<file path="src/logic/usm_pkg.sv">
// Package of the serial port control block running as a shift-clock master:
// register indices, field positions, reset values and shared types.
// Assumes the APB word address is the register index times four.
package usm_pkg;

  localparam int ADDR_W = 12;
  localparam int BAUD_W = 12;

  // Register indices; byte address is index * 4
  localparam logic [9:0] IDX_STATUS = 10'h0c0;
  localparam logic [9:0] IDX_CTRL = 10'h0c1;
  localparam logic [9:0] IDX_FMT = 10'h0c2;
  localparam logic [9:0] IDX_BAUD = 10'h0c4;
  localparam logic [9:0] IDX_DATA = 10'h0c6;
  localparam logic [9:0] IDX_EVT = 10'h0c8;
  localparam logic [9:0] IDX_MASK = 10'h0c9;
  localparam logic [9:0] IDX_GIE = 10'h0ca;

  // Status bit positions
  localparam int STA_RXC = 7;
  localparam int STA_TXC = 6;
  localparam int STA_TX_BUFFER_EMPTY_FLAG = 5;

  // Event, mask and enable vectors share this layout
  localparam int EVT_RX = 2;
  localparam int EVT_TX = 1;
  localparam int EVT_TX_BUFFER_EMPTY_FLAG = 0;

  // Reset values and constant read-back of reserved fields
  localparam logic [7:0] FMT_RESET = 8'h06;
  localparam logic [4:0] CTRL_RESET = 5'h00;
  localparam logic [2:0] CTRL_RSVD_READ = 3'h6;
  localparam logic [4:0] STATUS_RSVD_READ = 5'h06;
  localparam logic [BAUD_W-1:0] BAUD_RESET = 12'h000;
  localparam logic [2:0] MASK_RESET = 3'h7;

  // Sixteen shift-clock edges make one eight-bit frame
  localparam logic [3:0] LAST_EDGE = 4'hf;
  localparam int RX_DEPTH = 2;

  typedef enum logic [1:0] {
    MODE_ASYNC = 2'h0,
    MODE_SYNC = 2'h1,
    MODE_RSVD = 2'h2,
    MODE_MSPI = 2'h3
  } usm_mode_type;

  typedef struct packed {
    logic rx_irq_enable;
    logic tx_done_irq_enable;
    logic buffer_empty_irq_enable;
    logic receiver_enable;
    logic transmitter_enable;
  } usm_ctrl_type;

  typedef struct packed {
    usm_mode_type port_mode_select;
    logic [2:0] rsvd;
    logic bit_order_select;
    logic shift_clock_phase;
    logic shift_clock_polarity;
  } usm_fmt_type;

endpackage

</file>
<file path="src/logic/usm_rx_fifo.sv">
// Receive buffer: small FIFO whose head word comes out of a register.
// Assumes DEPTH is a power of two; a push into a full buffer is dropped.
`timescale 1ns/1ns
module usm_rx_fifo #(
  parameter int W = 8,
  parameter int DEPTH = 2
) (
  input wire logic clk_i,
  input wire logic arst_n_i,
  input wire logic flush_i,
  input wire logic push_i,
  input wire logic [W-1:0] wdata_i,
  input wire logic pop_i,
  output logic [W-1:0] rdata_o,
  output logic empty_o,
  output logic full_o
);
  localparam int PW = (DEPTH > 1) ? $clog2(DEPTH) : 1;

  logic [W-1:0] mem_reg [DEPTH];
  logic [PW-1:0] wr_ptr_reg;
  logic [PW-1:0] rd_ptr_reg;
  logic [PW:0] count_reg;
  logic [W-1:0] head_reg;
  logic do_push;
  logic do_pop;

  assign empty_o = (count_reg == '0);
  assign full_o = (count_reg == (PW+1)'(DEPTH));
  // Newest word is lost on overflow, older words stay intact
  assign do_push = push_i & ~full_o;
  assign do_pop = pop_i & ~empty_o;
  assign rdata_o = head_reg;

  always_ff @(posedge clk_i) begin
    if (do_push) begin
      mem_reg[wr_ptr_reg] <= wdata_i;
    end
  end

  always_ff @(posedge clk_i or negedge arst_n_i) begin
    if (!arst_n_i) begin
      wr_ptr_reg <= '0;
      rd_ptr_reg <= '0;
      count_reg <= '0;
    end else if (flush_i) begin
      wr_ptr_reg <= '0;
      rd_ptr_reg <= '0;
      count_reg <= '0;
    end else begin
      wr_ptr_reg <= wr_ptr_reg + PW'(do_push);
      rd_ptr_reg <= rd_ptr_reg + PW'(do_pop);
      count_reg <= count_reg + (PW+1)'(do_push) - (PW+1)'(do_pop);
    end
  end

  always_ff @(posedge clk_i or negedge arst_n_i) begin
    if (!arst_n_i) begin
      head_reg <= '0;
    end else if (flush_i) begin
      head_reg <= '0;
    end else if (do_pop && count_reg > 1) begin
      head_reg <= mem_reg[rd_ptr_reg + 1'b1];
    end else if (do_push && (empty_o || do_pop)) begin
      head_reg <= wdata_i;
    end
  end

endmodule

</file>
<file path="src/logic/usm_spi_ctrl.sv">
// Serial port control block in shift-clock master mode, with an APB slave.
// Assumes a 100 MHz clk_i; the serial input pin is asynchronous to it.
//
// The APB interface to the registers was decided locally.
`timescale 1ns/1ns

// Notes on behaviour
// - Transmit-complete interrupt needs its enable, global enable and the done flag.
// - Buffer-empty interrupt needs its enable, global enable and the empty flag.
// - Receiver enable turns receiver on and claims the serial input pin.
// - Clearing receiver enable throws away everything in the receive buffer.
// - Transmitter enable turns transmitter on and claims the serial output pin.
// - After disable, transmitter finishes shift register and buffer, then frees pin.
// - Mode field: 00 async, 01 sync, 11 master shift, 10 reserved.
// - Order, phase and polarity are taken in the write that picks master mode.
// - Bit order one sends least significant bit first, zero sends most first.
// - Clock phase picks sampling on first or last shift-clock edge.
// - Clock polarity sets idle shift-clock level; with phase it fixes timing.
// - Each accepted data write (transmitter enabled, buffer free) queues a frame that sends and receives one byte.
// - Done flag sets when frame leaves and buffer empty; clears on ack or one.
// - Polarity and phase behave as a standard shift-clock master.
module usm_spi_ctrl
  import usm_pkg::*;
#(
  parameter int RX_BUF_DEPTH = RX_DEPTH
) (
  input wire logic clk_i,
  input wire logic arst_n_i,
  input wire logic psel_i,
  input wire logic penable_i,
  input wire logic pwrite_i,
  input wire logic [ADDR_W-1:0] paddr_i,
  input wire logic [31:0] pwdata_i,
  output logic [31:0] prdata_o,
  output logic pready_o,
  output logic pslverr_o,
  output logic irq_o,
  input wire logic irq_ack_i,
  input wire logic rxd_i,
  output logic rx_pin_owned_o,
  input wire logic port_txd_i,
  input wire logic port_txd_oe_i,
  output logic txd_o,
  output logic txd_oe_o,
  output logic xck_o,
  output logic xck_oe_o
);

  typedef enum logic {ST_IDLE, ST_RUN} usm_state_type;

  function automatic logic hit(input logic [ADDR_W-1:0] addr, input logic [9:0] idx);
    hit = (addr[ADDR_W-1:2] == idx) && (addr[1:0] == 2'b00);
  endfunction

  function automatic logic out_bit(input logic [7:0] b, input logic lsb_first);
    out_bit = lsb_first ? b[0] : b[7];
  endfunction

  function automatic logic [7:0] shift_in(input logic [7:0] b, input logic in, input logic lsb_first);
    shift_in = lsb_first ? {in, b[7:1]} : {b[6:0], in};
  endfunction

  ////////////////////////////////////////////////////////////////////////////
  // Registers and their wires

  usm_ctrl_type ctrl_reg;
  usm_fmt_type fmt_reg;
  logic [BAUD_W-1:0] baud_reg;
  logic [2:0] evt_reg;
  logic [2:0] mask_reg;
  logic gie_reg;
  logic tx_done_flag_reg;
  logic tx_buffer_empty_flag_reg;
  logic [7:0] txbuf_reg;
  usm_state_type state_reg;
  logic [3:0] edge_reg;
  logic [BAUD_W-1:0] baud_cnt_reg;
  logic [7:0] processor_status_register_reg;
  logic in_bit_reg;
  logic txd_reg;
  logic sck_reg;
  logic rxd_meta_reg;
  logic rxd_sync_reg;

  logic acc;
  logic wr;
  logic rd;
  logic mapped;
  logic spi_mode;
  logic tick;
  logic frame_end;
  logic start;
  logic tx_owner;
  logic [7:0] shifted;
  logic [7:0] rx_byte;
  logic rx_done_flag;
  logic [7:0] rx_head;
  logic rx_empty;
  logic rx_pop;
  logic rx_push;
  logic load_pulse;
  logic [2:0] live;
  logic [2:0] enables;

  ////////////////////////////////////////////////////////////////////////////
  // APB slave: zero wait states, error on unmapped word

  assign acc = psel_i & penable_i;
  assign wr = acc & pwrite_i;
  assign rd = acc & ~pwrite_i;
  assign mapped = hit(paddr_i, IDX_STATUS) | hit(paddr_i, IDX_CTRL) | hit(paddr_i, IDX_FMT)
                | hit(paddr_i, IDX_BAUD) | hit(paddr_i, IDX_DATA) | hit(paddr_i, IDX_EVT)
                | hit(paddr_i, IDX_MASK) | hit(paddr_i, IDX_GIE);
  assign pready_o = 1'b1;
  assign pslverr_o = acc & ~mapped;

  always_comb begin
    prdata_o = 32'h0000_0000;
    if (hit(paddr_i, IDX_STATUS)) begin
      prdata_o[7:0] = {rx_done_flag, tx_done_flag_reg, tx_buffer_empty_flag_reg, STATUS_RSVD_READ};
    end else if (hit(paddr_i, IDX_CTRL)) begin
      prdata_o[7:0] = {ctrl_reg, CTRL_RSVD_READ};
    end else if (hit(paddr_i, IDX_FMT)) begin
      prdata_o[7:0] = {fmt_reg.port_mode_select, 3'h0, fmt_reg.bit_order_select,
                       fmt_reg.shift_clock_phase, fmt_reg.shift_clock_polarity};
    end else if (hit(paddr_i, IDX_BAUD)) begin
      prdata_o[BAUD_W-1:0] = baud_reg;
    end else if (hit(paddr_i, IDX_DATA)) begin
      prdata_o[7:0] = rx_head;
    end else if (hit(paddr_i, IDX_EVT)) begin
      prdata_o[2:0] = evt_reg;
    end else if (hit(paddr_i, IDX_MASK)) begin
      prdata_o[2:0] = mask_reg;
    end else if (hit(paddr_i, IDX_GIE)) begin
      prdata_o[0] = gie_reg;
    end
  end

  // Plain configuration; reserved bits are dropped whatever software writes
  always_ff @(posedge clk_i or negedge arst_n_i) begin
    if (!arst_n_i) begin
      ctrl_reg <= CTRL_RESET;
      fmt_reg <= FMT_RESET;
      baud_reg <= BAUD_RESET;
      mask_reg <= MASK_RESET;
      gie_reg <= 1'b0;
    end else if (wr) begin
      if (hit(paddr_i, IDX_CTRL)) begin
        ctrl_reg <= pwdata_i[7:3];
      end
      if (hit(paddr_i, IDX_FMT)) begin
        // Mode, order, phase and polarity land together in one write
        fmt_reg <= {pwdata_i[7:6], 3'h0, pwdata_i[2:0]};
      end
      if (hit(paddr_i, IDX_BAUD)) begin
        baud_reg <= pwdata_i[BAUD_W-1:0];
      end
      if (hit(paddr_i, IDX_MASK)) begin
        mask_reg <= pwdata_i[2:0];
      end
      if (hit(paddr_i, IDX_GIE)) begin
        gie_reg <= pwdata_i[0];
      end
    end
  end

  ////////////////////////////////////////////////////////////////////////////
  // Transmit buffer and its empty flag

  // Only master mode moves frames; other modes hold the buffer
  assign spi_mode = (fmt_reg.port_mode_select == MODE_MSPI);
  // Held by enable, by a frame in flight or by a pending byte
  assign tx_owner = ctrl_reg.transmitter_enable | (state_reg == ST_RUN) | ~tx_buffer_empty_flag_reg;
  assign start = spi_mode & ~tx_buffer_empty_flag_reg & ((state_reg == ST_IDLE) | frame_end);
  assign load_pulse = start;

  always_ff @(posedge clk_i or negedge arst_n_i) begin
    if (!arst_n_i) begin
      txbuf_reg <= 8'h00;
      tx_buffer_empty_flag_reg <= 1'b1;
    end else begin
      if (start) begin
        tx_buffer_empty_flag_reg <= 1'b1;
      end
      // A write to the data word queues a frame; a full buffer ignores it
      if (wr && hit(paddr_i, IDX_DATA) && ctrl_reg.transmitter_enable
          && (tx_buffer_empty_flag_reg || start)) begin
        txbuf_reg <= pwdata_i[7:0];
        tx_buffer_empty_flag_reg <= 1'b0;
      end
    end
  end

  ////////////////////////////////////////////////////////////////////////////
  // Shift engine; half a shift-clock period is baud_reg + 1 cycles

  always_ff @(posedge clk_i or negedge arst_n_i) begin
    if (!arst_n_i) begin
      rxd_meta_reg <= 1'b0;
      rxd_sync_reg <= 1'b0;
    end else begin
      rxd_meta_reg <= rxd_i;
      rxd_sync_reg <= rxd_meta_reg;
    end
  end

  assign tick = (state_reg == ST_RUN) && (baud_cnt_reg == '0);
  assign frame_end = tick && (edge_reg == LAST_EDGE);
  assign shifted = shift_in(processor_status_register_reg, in_bit_reg, fmt_reg.bit_order_select);
  // With late sampling the last bit is taken on the final edge itself
  assign rx_byte = fmt_reg.shift_clock_phase ?
                   shift_in(processor_status_register_reg, rxd_sync_reg, fmt_reg.bit_order_select) : shifted;

  always_ff @(posedge clk_i or negedge arst_n_i) begin
    if (!arst_n_i) begin
      state_reg <= ST_IDLE;
      edge_reg <= 4'h0;
      baud_cnt_reg <= BAUD_RESET;
      processor_status_register_reg <= 8'h00;
      in_bit_reg <= 1'b0;
      txd_reg <= 1'b1;
      sck_reg <= 1'b0;
    end else begin
      if (state_reg == ST_IDLE) begin
        // Idle level of the shift clock follows polarity
        sck_reg <= fmt_reg.shift_clock_polarity;
      end else if (tick) begin
        baud_cnt_reg <= baud_reg;
        sck_reg <= ~sck_reg;
        edge_reg <= edge_reg + 4'h1;
        if (!edge_reg[0]) begin
          if (!fmt_reg.shift_clock_phase) begin
            in_bit_reg <= rxd_sync_reg;
          end else if (edge_reg == 4'h0) begin
            txd_reg <= out_bit(processor_status_register_reg, fmt_reg.bit_order_select);
          end else begin
            processor_status_register_reg <= shifted;
            txd_reg <= out_bit(shifted, fmt_reg.bit_order_select);
          end
        end else begin
          if (fmt_reg.shift_clock_phase) begin
            in_bit_reg <= rxd_sync_reg;
          end else if (edge_reg != LAST_EDGE) begin
            processor_status_register_reg <= shifted;
            txd_reg <= out_bit(shifted, fmt_reg.bit_order_select);
          end
        end
      end else begin
        baud_cnt_reg <= baud_cnt_reg - 1'b1;
      end
      // Next byte goes straight in when a frame ends, so frames abut
      if (start) begin
        state_reg <= ST_RUN;
        edge_reg <= 4'h0;
        baud_cnt_reg <= baud_reg;
        processor_status_register_reg <= txbuf_reg;
        if (!fmt_reg.shift_clock_phase) begin
          txd_reg <= out_bit(txbuf_reg, fmt_reg.bit_order_select);
        end
      end else if (frame_end) begin
        state_reg <= ST_IDLE;
      end
    end
  end

  ////////////////////////////////////////////////////////////////////////////
  // Receive side

  // Disabling the receiver flushes the buffer, so its done flag drops
  assign rx_push = frame_end & ctrl_reg.receiver_enable;
  assign rx_pop = rd & hit(paddr_i, IDX_DATA) & ~rx_empty;
  assign rx_done_flag = ~rx_empty;

  usm_rx_fifo #(
    .W(8),
    .DEPTH(RX_BUF_DEPTH)
  ) u_rx_fifo (
    .clk_i(clk_i),
    .arst_n_i(arst_n_i),
    .flush_i(~ctrl_reg.receiver_enable),
    .push_i(rx_push),
    .wdata_i(rx_byte),
    .pop_i(rx_pop),
    .rdata_o(rx_head),
    .empty_o(rx_empty),
    .full_o()
  );

  ////////////////////////////////////////////////////////////////////////////
  // Flags, events and interrupt

  // Set wins over an ack or a write-one clear in the same cycle
  always_ff @(posedge clk_i or negedge arst_n_i) begin
    if (!arst_n_i) begin
      tx_done_flag_reg <= 1'b0;
    end else if (frame_end && !start) begin
      tx_done_flag_reg <= 1'b1;
    end else if (irq_ack_i || (wr && hit(paddr_i, IDX_STATUS) && pwdata_i[STA_TXC])) begin
      tx_done_flag_reg <= 1'b0;
    end
  end

  // Sticky events, write one to clear; a new event beats the clear
  always_ff @(posedge clk_i or negedge arst_n_i) begin
    if (!arst_n_i) begin
      evt_reg <= 3'h0;
    end else begin
      if (wr && hit(paddr_i, IDX_EVT)) begin
        evt_reg <= evt_reg & ~pwdata_i[2:0] | {rx_push, frame_end & ~start, load_pulse};
      end else begin
        evt_reg <= evt_reg | {rx_push, frame_end & ~start, load_pulse};
      end
    end
  end

  // Live flags gate the sticky events, so a cleared flag silences its source
  assign live = {rx_done_flag, tx_done_flag_reg, tx_buffer_empty_flag_reg};
  assign enables = {ctrl_reg.rx_irq_enable, ctrl_reg.tx_done_irq_enable, ctrl_reg.buffer_empty_irq_enable};
  assign irq_o = gie_reg & |(evt_reg & mask_reg & enables & live);

  ////////////////////////////////////////////////////////////////////////////
  // Pin ownership

  assign txd_o = tx_owner ? txd_reg : port_txd_i;
  assign txd_oe_o = tx_owner | port_txd_oe_i;
  assign rx_pin_owned_o = ctrl_reg.receiver_enable;
  assign xck_o = sck_reg;
  assign xck_oe_o = tx_owner & spi_mode;

endmodule

</file>
<file path="config.mk">
export PLATFORM = sky130hd
export DESIGN_NAME = usm_spi_ctrl
export DESIGN_NICKNAME = d
export VERILOG_FILES = /design/src/logic/usm_pkg.sv /design/src/logic/usm_rx_fifo.sv /design/src/logic/usm_spi_ctrl.sv
export SDC_FILE = /design/constraint.sdc
export NUM_CORES = 1
export LEC_CHECK = 0
export BUFFER_PORTS_ARGS = -buffer_cell sky130_fd_sc_hd__buf_2
export CAP_MARGIN = 10
export CORE_MARGIN = 2
export CORE_UTILIZATION = 35
export CTS_CLUSTER_SIZE = 8
export DETAILED_ROUTE_END_ITERATION = 10
export GPL_TIMING_DRIVEN = 0
export PLACE_DENSITY_LB_ADDON = 0.15
export SLEW_MARGIN = 40
export SYNTH_ARGS = -nofsm -noshare
export SYNTH_HDL_FRONTEND = slang
export SYNTH_SLANG_ARGS = --single-unit
</file>
<file path="constraint.sdc">
create_clock -name clk_i -period 8 [get_ports clk_i]
set_input_delay 1.6 -clock clk_i [delete_from_list [all_inputs] [get_ports clk_i]]
set_output_delay 1.6 -clock clk_i [all_outputs]
set_load 0.02 [all_outputs]
</file>
==> summary.md <==
| Metric | Value |
|---|---|
| Die height | `127 um` |
| Worst Skew | `15.5 ps` |
| First-pass GRT wire length | `22,100 um` |
| PwrDens | `159 nW/um^2` |
| Vias in the first global route | `3,862` |
| CP dominant cell by count | `buf_2` |
| Commonest non-fill, non-tap cells in the layout | `dfrtp_1, buf_2, mux2_2, nor2_1, nand2_1` |
| Commonest non-fill, non-tap cell in the layout | `dfrtp_1` |
| I/O Pins | `93` |
| GP Congestion | `0.870` |
| Worst hold path startpoint | `rxd_meta_reg` |
| Pre-CTS setup slack | `2230 ps` |
| Reg2Reg Launch Point | `baud_cnt_reg[0]` |
| Worst Path Required | `6400 ps` |
| Post-synth cell types | `61` |
| Routing usage on met2 | `0.277` |
| Number of I/O port buffers | `51` |
| Most Used Layer, Global Route | `met2` |
| # resized after CTS | `0` |
| Setup repair bufs after CTS | `0` |
| Area grow syn2layout | `17.3%` |
| Post-Synthesis Cells | `485` |
| Crit-path max FO | `10` |
| Type of the worst setup path | `primary input to output port` |
| Starting DRC count in detailed routing | `284` |
| Final Setup Violations | `0` |
| Setup TNS | `0 ps` |
| FF+latch count, synth | `97` |
| Least-Margin Pin Slew | `694 ps` |
| TritonCTS buffer count | `9` |
| Core area | `15,000 um^2` |
| Rows | `45` |
| M3 GR Usage | `0.0377` |
| Synthesized cell area | `5330 um^2` |
| Run status | `finished, final reports clean` |
| Top_reg_cell synth | `dfrtp_1` |
| Max FFs per register | `16` |
| Clock Tree Buf Depth | `2` |
| Share of cells above drive strength 1 | `0.314` |
| Post-route DRC | `0` |
| Nets | `631` |
| Leakage power | `2.87 nW` |
| Antenna violations before repair | `0` |
| Initial Util | `0.354` |
| Startpoint types | `primary input` |
| Clk_lat worst skew | `360 ps` |
| Largest net degree at the start of global routing | `55` |
| Root Driver | `clkbuf_16` |
| CP cell instances | `buf_2 -> or4_1 -> or4_1 -> buf_2 -> nor3_1 -> clkbuf_1 -> a222oi_1 -> a21oi_1 -> buf_2` |
| Worst slew margin | `0.537` |
| Max Cap Viol | `0` |
| Via count | `4,002` |
| Slowest library cell on the worst path | `or4_1` |
| Final slew viol count | `0` |
| Final global-route overflow total | `0` |
| Tot GR Track Use | `0.179` |
| Die Width | `127 um` |
| CTS tree | `built` |
| Drt total wl | `13,900 um` |
| Max Clock Freq | `173 MHz` |
| Max H-tree Level | `3` |
| Asr flop ratio synth | `0.835` |
| Clk pin slew, worst setup/hold paths | `70 ps` |
| Dpl hpwl | `10,400 um` |
| Syn avg cell area | `11.0 um^2` |
| Min Tclk post-route | `5770 ps` |
| Antenna Nets Post-Route | `0` |
| Crit path from | `paddr_i[11]` |
| Hold slack final | `354 ps` |
| CP Data Arrival Time | `4170 ps` |
| Hold_buf cts | `0` |
| Min setup slack post-route | `2230 ps` |
| CP Capture Type | `output port` |
| Fin crit share | `0.721` |
| Antenna cell count | `0` |
| Number of synthesized flops with an enable pin | `16` |
| Part of the Yosys area used for sequential elements | `0.473` |
| Peak supply drop | `105 uV` |
| Die area | `16,200 um^2` |
| Synth warn | `0` |
| Final hold vios | `0` |
| Vias per Instance | `5.26` |
| Global Route met1 Usage | `0.250` |
| Drt wl/cell | `18.2 um` |
| RSZ-0062 raised after global routing | `false` |
| Slowest cell delay on critical path | `610 ps` |
| Clk sinks | `97` |
| First-pass DRT Iterations | `4` |
| Pwr Total | `993 uW` |
| Worst min path class | `flip-flop to flip-flop` |
==> through the flow <==
stage	instances	area [um^2]	util
after CTS	760	6240	0.415
after global placement	743	5890	0.392
after floorplan	504	5400	-
after global routing	761	6240	0.415
after detailed placement	744	5930	0.395
final	761	6240	0.415
==> critical path, delay by kind of cell <==
family | cells | cell delay (ps)
simple gates | 3 | 1310
compound gates | 2 | 380
buf+inv | 4 | 860
==> report_power, final <==
part	internal, mW	total [mW]	switching, mW
clock network	0.222	0.439	0.217
logic	0.0190	0.0530	0.0340
registers	0.501	0.501	0.000415
total	0.742	0.993	0.251
==> final timing paths <==
check	cells past startpoint	to	slack [ps]
setup / recovery	9	prdata_o[5]	2230
hold / removal	0	rxd_sync_reg	350
setup reg to reg	7	u_rx_fifo.mem_reg[0][4]	4990
hold reg to reg	0	rxd_sync_reg	350
max in group asynchronous	2	fmt_reg[2]	6280
min in group asynchronous	1	baud_reg[8]	1110
==> Yosys cell counts, types with 7 or more instances <==
master | count | area, um^2
dfrtp_1 | 74 | 1850
mux2_2 | 51 | 574
nor2_1 | 28 | 105
nand2_1 | 26 | 97.6
o21ai_0 | 25 | 125
a21oi_1 | 23 | 115
buf_4 | 21 | 158
clkbuf_1 | 19 | 71.3
inv_1 | 17 | 63.8
edfxtp_1 | 16 | 480
mux2_4 | 15 | 225
mux2i_1 | 14 | 140
nand3_1 | 12 | 60.1
nor3_1 | 12 | 60.1
a22o_1 | 10 | 87.6
a31oi_1 | 10 | 62.6
ha_1 | 10 | 125
and2_1 | 7 | 43.8
dfstp_2 | 7 | 184
nand2b_1 | 7 | 43.8
==> cell type report <==
| type | instances | area (um^2) |
|---|---|---|
| sequential | 97 | 2520 |
| timing repair buffer | 53 | 297 |
| buffer | 46 | 263 |
| clock inverter | 7 | 78.8 |
| clock buffer | 9 | 225 |
| multi-input combinational | 344 | 2570 |
| fill | 1462 | 8790 |
| tap | 188 | 235 |
| inverter | 17 | 63.8 |
==> kinds of logic after synthesis <==
group                    synth area share
other                             0.00141
adder cells (fa/ha/maj)            0.0235
flip-flops                          0.473
XOR/XNOR                          0.00987
AND/OR/NAND/NOR                     0.128
buffers and inverters              0.0613
multiplexers                        0.176
AO/OA/AOI/OAI                       0.127
==> routing by layer <==
| layer | wire length (um) | vias to the layer above |
|---|---|---|
| met1 | 6350 | 1947 |
| met4 | 289 | 0 |
| met3 | 732 | 19 |
| li1 | - | 1910 |
| met5 | 0 | - |
| met2 | 6510 | 126 |
Power figures use the tool's default switching activity.
